**src/rtl/su_defs.svh**
```systemverilog
`ifndef SU_DEFS_SVH
`define SU_DEFS_SVH

// Register addresses on the special function bus
`define SU_ADDR_CTRL   8'h98
`define SU_ADDR_DATA   8'h99

// Control register field positions
`define SU_BIT_MODE    7
`define SU_BIT_ONE     6
`define SU_BIT_MCE     5
`define SU_BIT_REN     4
`define SU_BIT_TB8     3
`define SU_BIT_RB8     2
`define SU_BIT_TI      1
`define SU_BIT_RI      0
`define SU_CTRL_RESET  8'h40

// Timer clock source codes and prescaler limits (count minus one)
`define SU_CSEL_SYS    3'h0
`define SU_CSEL_DIV4   3'h1
`define SU_CSEL_DIV12  3'h2
`define SU_CSEL_DIV48  3'h3
`define SU_CSEL_EXT8   3'h4
`define SU_LIM_DIV4    6'h03
`define SU_LIM_DIV12   6'h0b
`define SU_LIM_DIV48   6'h2f
`define SU_LIM_EXT8    3'h7
`define SU_TMR_TOP     8'hff

// Transmit buffer shape
`define SU_FIFO_WIDTH  8
`define SU_FIFO_DEPTH  32
`define SU_FIFO_AW     5
`endif

```
**src/rtl/su_pkg.sv**
```systemverilog
`include "su_defs.svh"
package su_pkg;
  typedef enum logic [1:0] {SU_TX_IDLE, SU_TX_DATA, SU_TX_STOP} su_tx_e;
  typedef enum logic [1:0] {SU_RX_IDLE, SU_RX_START, SU_RX_DATA,
                            SU_RX_STOP} su_rx_e;

  // CPU register access
  typedef struct packed {
    logic       wr;
    logic       rd;
    logic [7:0] addr;
    logic [7:0] wdata;
  } su_cpu_s;

  // Shared timer configuration
  typedef struct packed {
    logic       run;
    logic [2:0] clk_sel;
    logic [7:0] reload;
  } su_tmr_s;

  // Control register bits held in hardware
  typedef struct packed {
    logic mode;
    logic mce;
    logic ren;
    logic tb8;
    logic rb8;
    logic ti;
    logic ri;
  } su_ctrl_s;
endpackage

```
**src/rtl/su_uart.sv**
```systemverilog
`include "su_defs.svh"

// Transmit byte buffer, valid and ready on both sides
module su_fifo #(
  parameter int WIDTH = `SU_FIFO_WIDTH,
  parameter int DEPTH = `SU_FIFO_DEPTH,
  parameter int AW    = `SU_FIFO_AW
) (
  input  wire logic             mclk,
  input  wire logic             rstn,
  input  wire logic             in_valid,
  input  wire logic [WIDTH-1:0] in_data,
  output logic                  in_ready,
  output logic                  out_valid,
  output logic      [WIDTH-1:0] out_data,
  input  wire logic             out_ready
);
  import su_pkg::*;

  typedef struct packed {
    logic [DEPTH-1:0][WIDTH-1:0] mem;
    logic [AW-1:0]               wp;
    logic [AW-1:0]               rp;
    logic [AW:0]                 cnt;
    logic                        full;
    logic                        rdy;  // Registered so tx_ready is a flop
  } su_fifo_s;

  su_fifo_s s;
  su_fifo_s next_s;
  logic     push;
  logic     pop;

  // Pointer, count and flag update
  always_comb begin
    next_s = s;
    push = in_valid && !s.full;
    pop = out_ready && (s.cnt != '0);
    if (push) begin
      next_s.mem[s.wp] = in_data;
      next_s.wp = s.wp + 1'b1;
    end
    if (pop) begin
      next_s.rp = s.rp + 1'b1;
    end
    if (push && !pop) begin
      next_s.cnt = s.cnt + 1'b1;
    end else if (pop && !push) begin
      next_s.cnt = s.cnt - 1'b1;
    end
    next_s.full = (next_s.cnt == (AW+1)'(DEPTH));
    next_s.rdy  = !next_s.full;
  end

  always_ff @(posedge mclk or negedge rstn) begin
    if (!rstn) begin
      s <= '0;
      s.rdy <= 1'b1;
    end else begin
      s <= next_s;
    end
  end

  assign in_ready  = s.rdy;
  assign out_valid = (s.cnt != '0);
  assign out_data  = s.mem[s.rp];
endmodule

// Serial port with control and data buffer registers
module su_uart (
  input  wire logic           mclk,
  input  wire logic           rstn,
  input  wire su_pkg::su_cpu_s cpu,
  input  wire su_pkg::su_tmr_s tmr,
  input  wire logic           ext_osc_clk,
  input  wire logic           serial_receive_pin,
  output logic                serial_transmit_pin,
  output logic [7:0]          rdata,
  output logic                irq_req,
  output logic                tx_ready
);
  import su_pkg::*;

  typedef struct packed {
    // Software-visible registers and outputs
    su_ctrl_s   ctrl;
    logic [7:0] rbuf;
    logic [7:0] rdata;
    logic       irq;
    logic       txd;
    // Pin synchronisers and edge history
    logic       rx_s1;
    logic       rx_s2;
    logic       rx_prev;
    logic       ex_s1;
    logic       ex_s2;
    logic       ex_prev;
    // Prescaler and the two 8-bit timers
    logic [5:0] pre;
    logic [2:0] ex_cnt;
    logic [7:0] txt;
    logic [7:0] rxt;
    logic       txph;
    logic       rxph;
    // Transmit shifter
    su_tx_e     txst;
    logic [8:0] txsh;
    logic [3:0] txcnt;
    // Receive shifter
    su_rx_e     rxst;
    logic [8:0] rxsh;
    logic [3:0] rxcnt;
  } su_state_s;

  su_state_s  s;
  su_state_s  next_s;
  logic       tick;
  logic       tx_ovf;
  logic       rx_ovf;
  logic       tx_bit;
  logic       rx_smp;
  logic       start_det;
  logic       ninth;
  logic       accept;
  logic       set_ti;
  logic       set_ri;
  logic       wr_ctrl;
  logic       wr_data;
  logic       fifo_out_valid;
  logic [7:0] fifo_out_data;
  logic       fifo_take;
  logic [3:0] nbits;
  logic [1:0] sel;

  // Prescaler limit for the selected internal source
  function automatic logic [5:0] pre_lim(input logic [2:0] sel);
    case (sel)
      `SU_CSEL_DIV4:  pre_lim = `SU_LIM_DIV4;
      `SU_CSEL_DIV12: pre_lim = `SU_LIM_DIV12;
      `SU_CSEL_DIV48: pre_lim = `SU_LIM_DIV48;
      default:        pre_lim = 6'h00;
    endcase
  endfunction

  // Bus address to register select, bit 0 control, bit 1 data
  function automatic logic [1:0] reg_sel(input logic [7:0] addr);
    case (addr)
      `SU_ADDR_CTRL: reg_sel = 2'b01;
      `SU_ADDR_DATA: reg_sel = 2'b10;
      default:       reg_sel = 2'b00;
    endcase
  endfunction

  // Write strobes for the two mapped registers
  assign sel     = reg_sel(cpu.addr);
  assign wr_ctrl = cpu.wr && sel[0];
  assign wr_data = cpu.wr && sel[1];

  // Written bytes queue for the transmitter
  su_fifo #(
    .WIDTH (`SU_FIFO_WIDTH),
    .DEPTH (`SU_FIFO_DEPTH),
    .AW    (`SU_FIFO_AW)
  ) u_txq (
    .mclk      (mclk),
    .rstn      (rstn),
    .in_valid  (wr_data),
    .in_data   (cpu.wdata),
    .in_ready  (tx_ready),
    .out_valid (fifo_out_valid),
    .out_data  (fifo_out_data),
    .out_ready (fifo_take)
  );

  // Timer clock enable from the selected source
  always_comb begin
    tick = 1'b0;
    if (tmr.run) begin
      if (tmr.clk_sel == `SU_CSEL_EXT8) begin
        tick = s.ex_s2 && !s.ex_prev && (s.ex_cnt == `SU_LIM_EXT8);
      end else begin
        tick = (s.pre == pre_lim(tmr.clk_sel));
      end
    end
  end

  // Overflows of both 8-bit timers and the halved bit strobes
  assign tx_ovf    = tick && (s.txt == `SU_TMR_TOP);
  assign rx_ovf    = tick && (s.rxt == `SU_TMR_TOP);
  assign tx_bit    = tx_ovf && s.txph;
  assign rx_smp    = rx_ovf && !s.rxph;
  assign start_det = (s.rxst == SU_RX_IDLE) && s.ctrl.ren
                     && s.rx_prev && !s.rx_s2;
  assign nbits     = s.ctrl.mode ? 4'h9 : 4'h8;
  assign fifo_take = ((s.txst == SU_TX_IDLE) || (s.txst == SU_TX_STOP))
                     && tx_bit && fifo_out_valid;

  // Ninth field and acceptance decided at the stop sample
  always_comb begin
    ninth = s.ctrl.mode ? s.rxsh[8] : s.rx_s2;
    accept = !s.ctrl.ri && (!s.ctrl.mce || ninth);
  end

  // Next state of the whole port
  always_comb begin
    next_s = s;
    set_ti = 1'b0;
    set_ri = 1'b0;

    // Pin synchronisers and edge history
    next_s.rx_s1   = serial_receive_pin;
    next_s.rx_s2   = s.rx_s1;
    next_s.rx_prev = s.rx_s2;
    next_s.ex_s1   = ext_osc_clk;
    next_s.ex_s2   = s.ex_s1;
    next_s.ex_prev = s.ex_s2;

    // Prescalers
    if (!tmr.run || tick || (tmr.clk_sel == `SU_CSEL_EXT8)) begin
      next_s.pre = 6'h00;
    end else begin
      next_s.pre = s.pre + 6'h01;
    end
    if (s.ex_s2 && !s.ex_prev) begin
      next_s.ex_cnt = s.ex_cnt + 3'h1;
    end

    // Transmit timer with auto-reload
    if (tx_ovf) begin
      next_s.txt  = tmr.reload;
      next_s.txph = !s.txph;
    end else if (tick) begin
      next_s.txt = s.txt + 8'h01;
    end

    // Receive timer copy, realigned on a start edge
    if (start_det) begin
      next_s.rxt  = tmr.reload;
      next_s.rxph = 1'b0;
    end else if (rx_ovf) begin
      next_s.rxt  = tmr.reload;
      next_s.rxph = !s.rxph;
    end else if (tick) begin
      next_s.rxt = s.rxt + 8'h01;
    end

    // Transmitter
    case (s.txst)
      SU_TX_IDLE: begin
        next_s.txd = 1'b1;
        if (fifo_take) begin
          next_s.txd   = 1'b0;
          next_s.txsh  = {s.ctrl.tb8, fifo_out_data};
          next_s.txcnt = 4'h0;
          next_s.txst  = SU_TX_DATA;
        end
      end
      SU_TX_DATA: begin
        if (tx_bit) begin
          if (s.txcnt == nbits) begin
            next_s.txd  = 1'b1;
            next_s.txst = SU_TX_STOP;
            set_ti      = 1'b1;
          end else begin
            next_s.txd   = s.txsh[0];
            next_s.txsh  = {1'b0, s.txsh[8:1]};
            next_s.txcnt = s.txcnt + 4'h1;
          end
        end
      end
      SU_TX_STOP: begin
        if (fifo_take) begin
          // A queued byte follows after exactly one stop bit
          next_s.txd   = 1'b0;
          next_s.txsh  = {s.ctrl.tb8, fifo_out_data};
          next_s.txcnt = 4'h0;
          next_s.txst  = SU_TX_DATA;
        end else if (tx_bit) begin
          next_s.txst = SU_TX_IDLE;
        end
      end
      default: next_s.txst = SU_TX_IDLE;
    endcase

    // Receiver, sampling at bit centres
    if (!s.ctrl.ren) begin
      next_s.rxst = SU_RX_IDLE;
    end else begin
      case (s.rxst)
        SU_RX_IDLE: begin
          if (start_det) begin
            next_s.rxst = SU_RX_START;
          end
        end
        SU_RX_START: begin
          if (rx_smp) begin
            next_s.rxcnt = 4'h0;
            next_s.rxst = s.rx_s2 ? SU_RX_IDLE : SU_RX_DATA;
          end
        end
        SU_RX_DATA: begin
          if (rx_smp) begin
            next_s.rxsh[s.rxcnt] = s.rx_s2;
            next_s.rxcnt = s.rxcnt + 4'h1;
            if (s.rxcnt == nbits - 4'h1) begin
              next_s.rxst = SU_RX_STOP;
            end
          end
        end
        SU_RX_STOP: begin
          if (rx_smp) begin
            next_s.rxst = SU_RX_IDLE;
            if (accept) begin
              next_s.rbuf     = s.rxsh[7:0];
              next_s.ctrl.rb8 = ninth;
              set_ri          = 1'b1;
            end
          end
        end
        default: next_s.rxst = SU_RX_IDLE;
      endcase
    end

    // Control writes; hardware set wins over a software clear
    if (wr_ctrl) begin
      next_s.ctrl.mode = cpu.wdata[`SU_BIT_MODE];
      next_s.ctrl.mce  = cpu.wdata[`SU_BIT_MCE];
      next_s.ctrl.ren  = cpu.wdata[`SU_BIT_REN];
      next_s.ctrl.tb8  = cpu.wdata[`SU_BIT_TB8];
      next_s.ctrl.ti   = cpu.wdata[`SU_BIT_TI];
      next_s.ctrl.ri   = cpu.wdata[`SU_BIT_RI];
      if (!set_ri) begin
        next_s.ctrl.rb8 = cpu.wdata[`SU_BIT_RB8];
      end
    end
    if (set_ti) begin
      next_s.ctrl.ti = 1'b1;
    end
    if (set_ri) begin
      next_s.ctrl.ri = 1'b1;
    end
    next_s.irq = next_s.ctrl.ti || next_s.ctrl.ri;

    // Register reads
    if (cpu.rd) begin
      if (sel[0]) begin
        next_s.rdata = {s.ctrl.mode, 1'b1, s.ctrl.mce, s.ctrl.ren,
                        s.ctrl.tb8, s.ctrl.rb8, s.ctrl.ti, s.ctrl.ri};
      end else if (sel[1]) begin
        next_s.rdata = s.rbuf;
      end else begin
        next_s.rdata = 8'h00;
      end
    end
  end

  // State register
  always_ff @(posedge mclk or negedge rstn) begin
    if (!rstn) begin
      s         <= '0;
      s.txd     <= 1'b1;
      s.rx_s1   <= 1'b1;
      s.rx_s2   <= 1'b1;
      s.rx_prev <= 1'b1;
    end else begin
      s <= next_s;
    end
  end

  assign serial_transmit_pin = s.txd;
  assign rdata               = s.rdata;
  assign irq_req             = s.irq;
endmodule

```
**config.mk**
```make
export PLATFORM = sky130hd
export DESIGN_NAME = su_uart
export DESIGN_NICKNAME = d
export VERILOG_FILES = /design/src/rtl/su_pkg.sv /design/src/rtl/su_uart.sv
export VERILOG_INCLUDE_DIRS = /design/src /design/src/rtl
export SDC_FILE = /design/constraint.sdc
export NUM_CORES = 1
export LEC_CHECK = 0
export ABC_AREA = 1
export CORE_MARGIN = 2
export CORE_UTILIZATION = 65
export CTS_CLUSTER_DIAMETER = 50
export DETAILED_ROUTE_END_ITERATION = 16
export DONT_BUFFER_PORTS = 1
export PLACE_DENSITY_LB_ADDON = 0.1
export SYNTH_ARGS = -nofsm -noshare
export SYNTH_HDL_FRONTEND = slang
export SYNTH_SLANG_ARGS = --single-unit
```
**constraint.sdc**
```tcl
create_clock -name mclk -period 6.3 [get_ports mclk]
set_input_delay 1.26 -clock mclk [delete_from_list [all_inputs] [get_ports mclk]]
set_output_delay 1.26 -clock mclk [all_outputs]
set_load 0.1 [all_outputs]
```
# After elaboration in Yosys (flattened, before gate mapping)

Cells that the tools add are included.

Bitwise operators: 0
Div/mod/pow operators: 0
$mul: 0
Muxes and demuxes: 67
Shifts and indexed selects: 0
$add $sub $neg: 11
Reduce and logical (&&, ||, !) cells: 51
Equal/unequal tests: 31
Magnitude comparators: 5

Operators with widths:

| cell                | number |
|---|---|
| $bwmux 256          | 1 |
| $mux 8              | 9 |
| $mux 15             | 3 |
| $bmux 8 s5          | 1 |
| $demux 8 s5         | 1 |
| $pmux 13 s3         | 1 |
| $eq 8x8->1 const B  | 4 |
| $mux 6              | 5 |
| $mux 13             | 2 |
| $mux 1              | 25 |
| $logic_and 1x1->1   | 20 |
| $mux 2              | 9 |
| $pmux 6 s3          | 1 |
| $add 8x1->8 const B | 2 |
| $ne 3x3->1 const B  | 5 |
| $add 6x1->6 const B | 2 |
| $lt 5x6->1 const B  | 2 |
| $reduce_and 4->1    | 3 |
| $logic_not 1->1     | 11 |
| $add 5x1->5 const B | 2 |
| $ne 2x2->1 const B  | 5 |
| $reduce_and 5->1    | 2 |
| $bwmux 9            | 1 |
| $add 4x1->4 const B | 2 |
| 30 further kinds    | 46 |

Bits in latches: 0
Bits of input ports: 34
Memory bits (writable): 0
Output and inout port bits: 11
Register bits after elaboration: 362
ROM bits: 0
Logic and storage cells: 231
Memories kept: 0

# Logic depth before layout (Yosys ltp)

Depth after elaboration: 17
Mapped depth: 18
Gate-level depth less buffers: 18

# Modules after synthesis

From an unflattened synthesis, not the netlist that was laid out.

Cell total of the unflattened synthesis: 2,128
Area total of the unflattened synthesis: 17,438.0 um^2

By module, submodules not included:

| module  | area each (um^2) | instances | sequential area each (um^2) | cells an instance |
|---|---|---|---|---|
| su_fifo | 12,638.4         | 1         | 6,857.8                     | 1,543 |
| su_uart | 4,799.6          | 1         | 2,207.1                     | 585 |

# Least setup slack after synthesis

OpenSTA, ideal clock, no wires.

Kind: input port to flip-flop
Start: in cpu[11] (netlist bit)
End: reg u_txq.s[247] (netlist bit)
Arrival time: 2.716 ns
Buffers on the path: 2
Data required time: 6.167 ns
Setup time: 0.133 ns
Stages on the path: 10
Slack: 3.451 ns
Path through: inv_1 or2_1 nor3b_2 nand2_1 nor3_4 buf_6 nand4_4 buf_2 nand2_1 o21ai_0

Longest elaborated chain between the ends: 4
Elaborated cells between the ends (all ways): 5
Those cells by class: eq/ne: 2; mux: 1; reduce/logical: 2

Ends and longest elaborated chain:

| item                 | line           | RTL |
|---|---|---|
| from (decl)          | su_uart.sv:73  | `input wire su_pkg::su_cpu_s cpu,` |
| $eq 8x8->1           | su_uart.sv:147 | `case (addr)` |
| $pmux 2 s2 *         | su_uart.sv:147 |  |
| $logic_and 1x1->1 *  | su_uart.sv:157 | `assign wr_data = cpu.wr && sel[1];` |
| $logic_and 1x1->1 *  | su_uart.sv:37  | `push = in_valid && !s.full;` |
| to (signal assigned) | su_uart.sv:60  | `s <= next_s;` |
| to (decl)            | su_uart.sv:29  | `su_fifo_s s;` |

Mark *: on every way between the ends. The rest lies on a longest branch, timed or not.
A chain may end at the register's enable or synchronous reset.

# Worst setup path after layout

Start: reg u_txq.s[8] (netlist bit)
End: reg s[23] (netlist bit)

Longest elaborated chain between the ends: 4
Elaborated cells between the ends (all ways): 5
Those cells by class: mux: 5

Ends and longest elaborated chain:

| item                                      | line                           | RTL |
|---|---|---|
| $bmux 8 s5 *                              | su_uart.sv:66                  | `assign out_data = s.mem[s.rp];` |
| $mux 8 (not written as such) *            | su_uart.sv:66                  |  |
| $mux 13 / $mux 15 (equally long branches) | su_uart.sv:272, su_uart.sv:251 |  |
| $pmux 13 s3 *                             | su_uart.sv:248                 | `case (s.txst)` |
| to (signal assigned)                      | su_uart.sv:366                 | `s <= next_s;` |
| to (decl)                                 | su_uart.sv:115                 | `su_state_s s;` |

Mark *: on every way between the ends. The rest lies on a longest branch, timed or not. The select of a mux whose other input is x is not followed.

==> results_dict.tcl <==
set metrics [dict create \
    outcome "finished, violations left" \
    violations "max-slew violations" \
    synthCells 2025 \
    maxCapViolCount 0 \
    cts_num_sinks 362 \
    fin_crit_sh_pct 56.4 \
    worstRegToRegCells 10 \
    synthAdderAreaFrac_pct 1.68 \
    peakVddDrop_uv 245 \
    r2r_slack_ns 2.75 \
    synth_top_family_by_area "simple AND/OR/NAND/NOR gates" \
    final_cell_area_sq_mm 0.0184 \
    rsz0062_at_grt "false" \
    core_sq_mm 0.0260 \
    grt-ovfl-total 0 \
    viasPerCell 6.15 \
    grt_antenna_before_repair 0 \
    grt_max_degree 363 \
    hold_path_class "reg2reg" \
    leakagePower_nw 8.29 \
    drc 0 \
    crit_type "reg2reg" \
    ant_nets 0 \
    cts_htree_levels 2 \
    path_max_fanout 65 \
    dieArea_sq_mm 0.0277 \
    dp_cells 2238 \
    synth-seq-cells 362 \
    slew_viol_final 65 \
    start_util_pct 65.9 \
    end_kind "flop" \
    drtIter0Drc 1443 \
    synth_mux_area_share_pct 0.131 \
    placed_area_sq_mm 0.0171 \
    startpoint_type "flop" \
    synthXorXnorAreaFrac_pct 1.12 \
    cts.reportedPaths.clkPinSlew_ns 0.06 \
    fill_cells 2021 \
    whs_ns 0.346 \
    synthArstFlopShare_pct 100 \
    wl_per_cell_microns 18.3 \
    hold_viol_final 0 \
    num-nets-final 2002 \
    synthFlopType "dfrtp_1" \
    ctsHoldBuffers 0 \
    power_mw 5.00 \
    cts_tree "built" \
    final_common_cell "nand2_1" \
    vias 14200 \
    cp_data_arrival_time_ns 3.98 \
    drive_above_1_share_pct 6.03 \
    die_h_microns 166 \
    setup_viol 0 \
    cts_resized 0 \
    slew_headroom_pct -2.28 \
    setup_tns_ns 0 \
    clockBufferDepth 3 \
    synth_edf_count 0 \
    max_freq_mhz 282 \
    cp.required_ns 6.73 \
    grt_usage_pct 31.0 \
    synth_simple_gate_area_share_pct 21.3 \
    cts_buffers 40 \
    antenna_cells 0 \
    place_hpwl_microns 25700 \
    cts_root_buf "clkbuf_16" \
    stdcell_count 2310 \
    clock_skew_ns 0.0199 \
    drt_pass1_iterations 9 \
    io_buffer_count 0 \
    die_w_microns 166 \
    mostFrequentLayoutCells "nand2_1, o21ai_0, dfrtp_1, nor2_1, inv_1" \
    grt_pass1_vias 13600 \
    synth_compound_area_share_pct 17.4 \
    syn_area_per_cell_sq_um 8.46 \
    yosysWarningCount 0 \
    ios 45 \
    powerDensity_mw_per_mm2 272 \
    synth_cell_type_count 49 \
    post-cts-setup-buffers 0 \
    wirelength_microns 42300 \
    worstSkewPairLatency_ns 0.54 \
    ys_seq_area_share_pct 52.9 \
    fin_crit_ns 3.55 \
    place_congestion 0.861 \
    whs_path_depth 0 \
    num_rows 59 \
    area_growth_pct 7.14 \
    netlist_area_sq_mm 0.0171 \
    tightest_slew_ns 1.53 \
    grt_pass1_wl_microns 70200 \
    syn-num-nets 2082 \
]
[synthesized netlist by cell type, types with 2 or more instances]
master / n / area [sq um]
o311ai_0: 2 / 17.5
nor4_1: 3 / 18.8
nand4_4: 8 / 170
nand3_4: 4 / 70.1
a31oi_1: 6 / 37.5
nor2_2: 6 / 37.5
dfstp_2: 5 / 131
o211ai_1: 13 / 97.6
o21ai_1: 16 / 80.1
nor3_1: 13 / 65.1
inv_2: 5 / 18.8
nor3b_2: 3 / 37.5
o221ai_1: 28 / 245
ha_1: 23 / 288
nor3_2: 2 / 20.0
buf_4: 10 / 75.1
nand3_1: 72 / 360
dfrtp_1: 357 / 8930
nor2_4: 2 / 22.5
nor2_1: 203 / 762
nand2_1: 484 / 1820
xor2_1: 17 / 149
buf_6: 3 / 33.8
nand3_2: 2 / 20.0
a21oi_1: 12 / 60.1
nor3_4: 2 / 32.5
buf_2: 13 / 65.1
nand4_1: 18 / 113
clkbuf_1: 104 / 390
nor3b_1: 3 / 22.5
or2_2: 3 / 18.8
mux2_2: 2 / 22.5
inv_1: 91 / 342
o21ai_0: 434 / 2170
o22ai_1: 38 / 238
xnor2_1: 5 / 43.8
[registers in the layout, indices dropped and copies added (netlist names)]
register	cells
irq_req	1
next_s	4
rdata	8
s	74
serial_transmit_pin	1
u_txq.in_ready	1
u_txq.s	273
[through the flow]
step / util, % / setup slack [ns]
floorplan: - / 3.45
global placement: 65.7 / 2.80
detailed placement: 65.7 / 2.68
CTS: 70.7 / 2.85
global route: 70.7 / 2.48
finish: 70.7 / 2.75
[worst paths after layout]
path	end	startpoint
hold reg to reg	next_s[57]	next_s[58]
min in group asynchronous	s[54]	rstn
setup / recovery	s[23]	u_txq.s[8]
hold / removal	next_s[57]	next_s[58]
setup reg to reg	s[23]	u_txq.s[8]
max in group asynchronous	u_txq.s[8]	rstn
[cell families after synthesis]
family                     after synthesis
and+or+nand+nor                        834
AOI/OAI and AO/OA                      554
DFF                                    362
buffers and inverters                  228
adders and majority gates               23
xor gates and xnor gates                22
muxes                                    2
[worst max-delay path, stage by stage, from the launching register on]
cell	delay, ns
dfrtp_4	0.79
clkinv_2	0.83
buf_4	0.61
o21ai_0	0.24
o22ai_1	0.09
nand2_1	0.08
nand3_1	0.09
o21ai_0	0.39
o21ai_0	0.14
nand2_1	0.10
nand2_1	0.05
[routing by layer]
| layer | global-route usage [%] | wire (microns) | share of wire, % |
|---|---|---|---|
| met5 | 0 | 0 | 0 |
| met4 | 11.2 | 1470 | 3.5 |
| met3 | 4.86 | 3100 | 7.3 |
| met2 | 50.5 | 19900 | 47 |
| met1 | 42.8 | 17900 | 42 |
[where the power goes]
part           internal, mW  switching [mW]  leakage (nW)
Combinational        0.0808           0.138          2.72
Sequential             2.39          0.0844          4.93
Clock                  1.38           0.927         0.635
[layout make-up]
| class | instances | area (sq um) | area share [%] |
|---|---|---|---|
| Clock buffer | 62 | 1180 | 6.45 |
| Clock inverter | 10 | 114 | 0.620 |
| Multi-Input combinational cell | 1435 | 7140 | 38.9 |
| Sequential cell | 362 | 9070 | 49.4 |
| Tap cell | 335 | 419 | 2.28 |
| Timing Repair Buffer | 9 | 67.6 | 0.368 |
| Inverter | 97 | 365 | 1.99 |
Note: power is estimated with default switching activity, not from simulation.
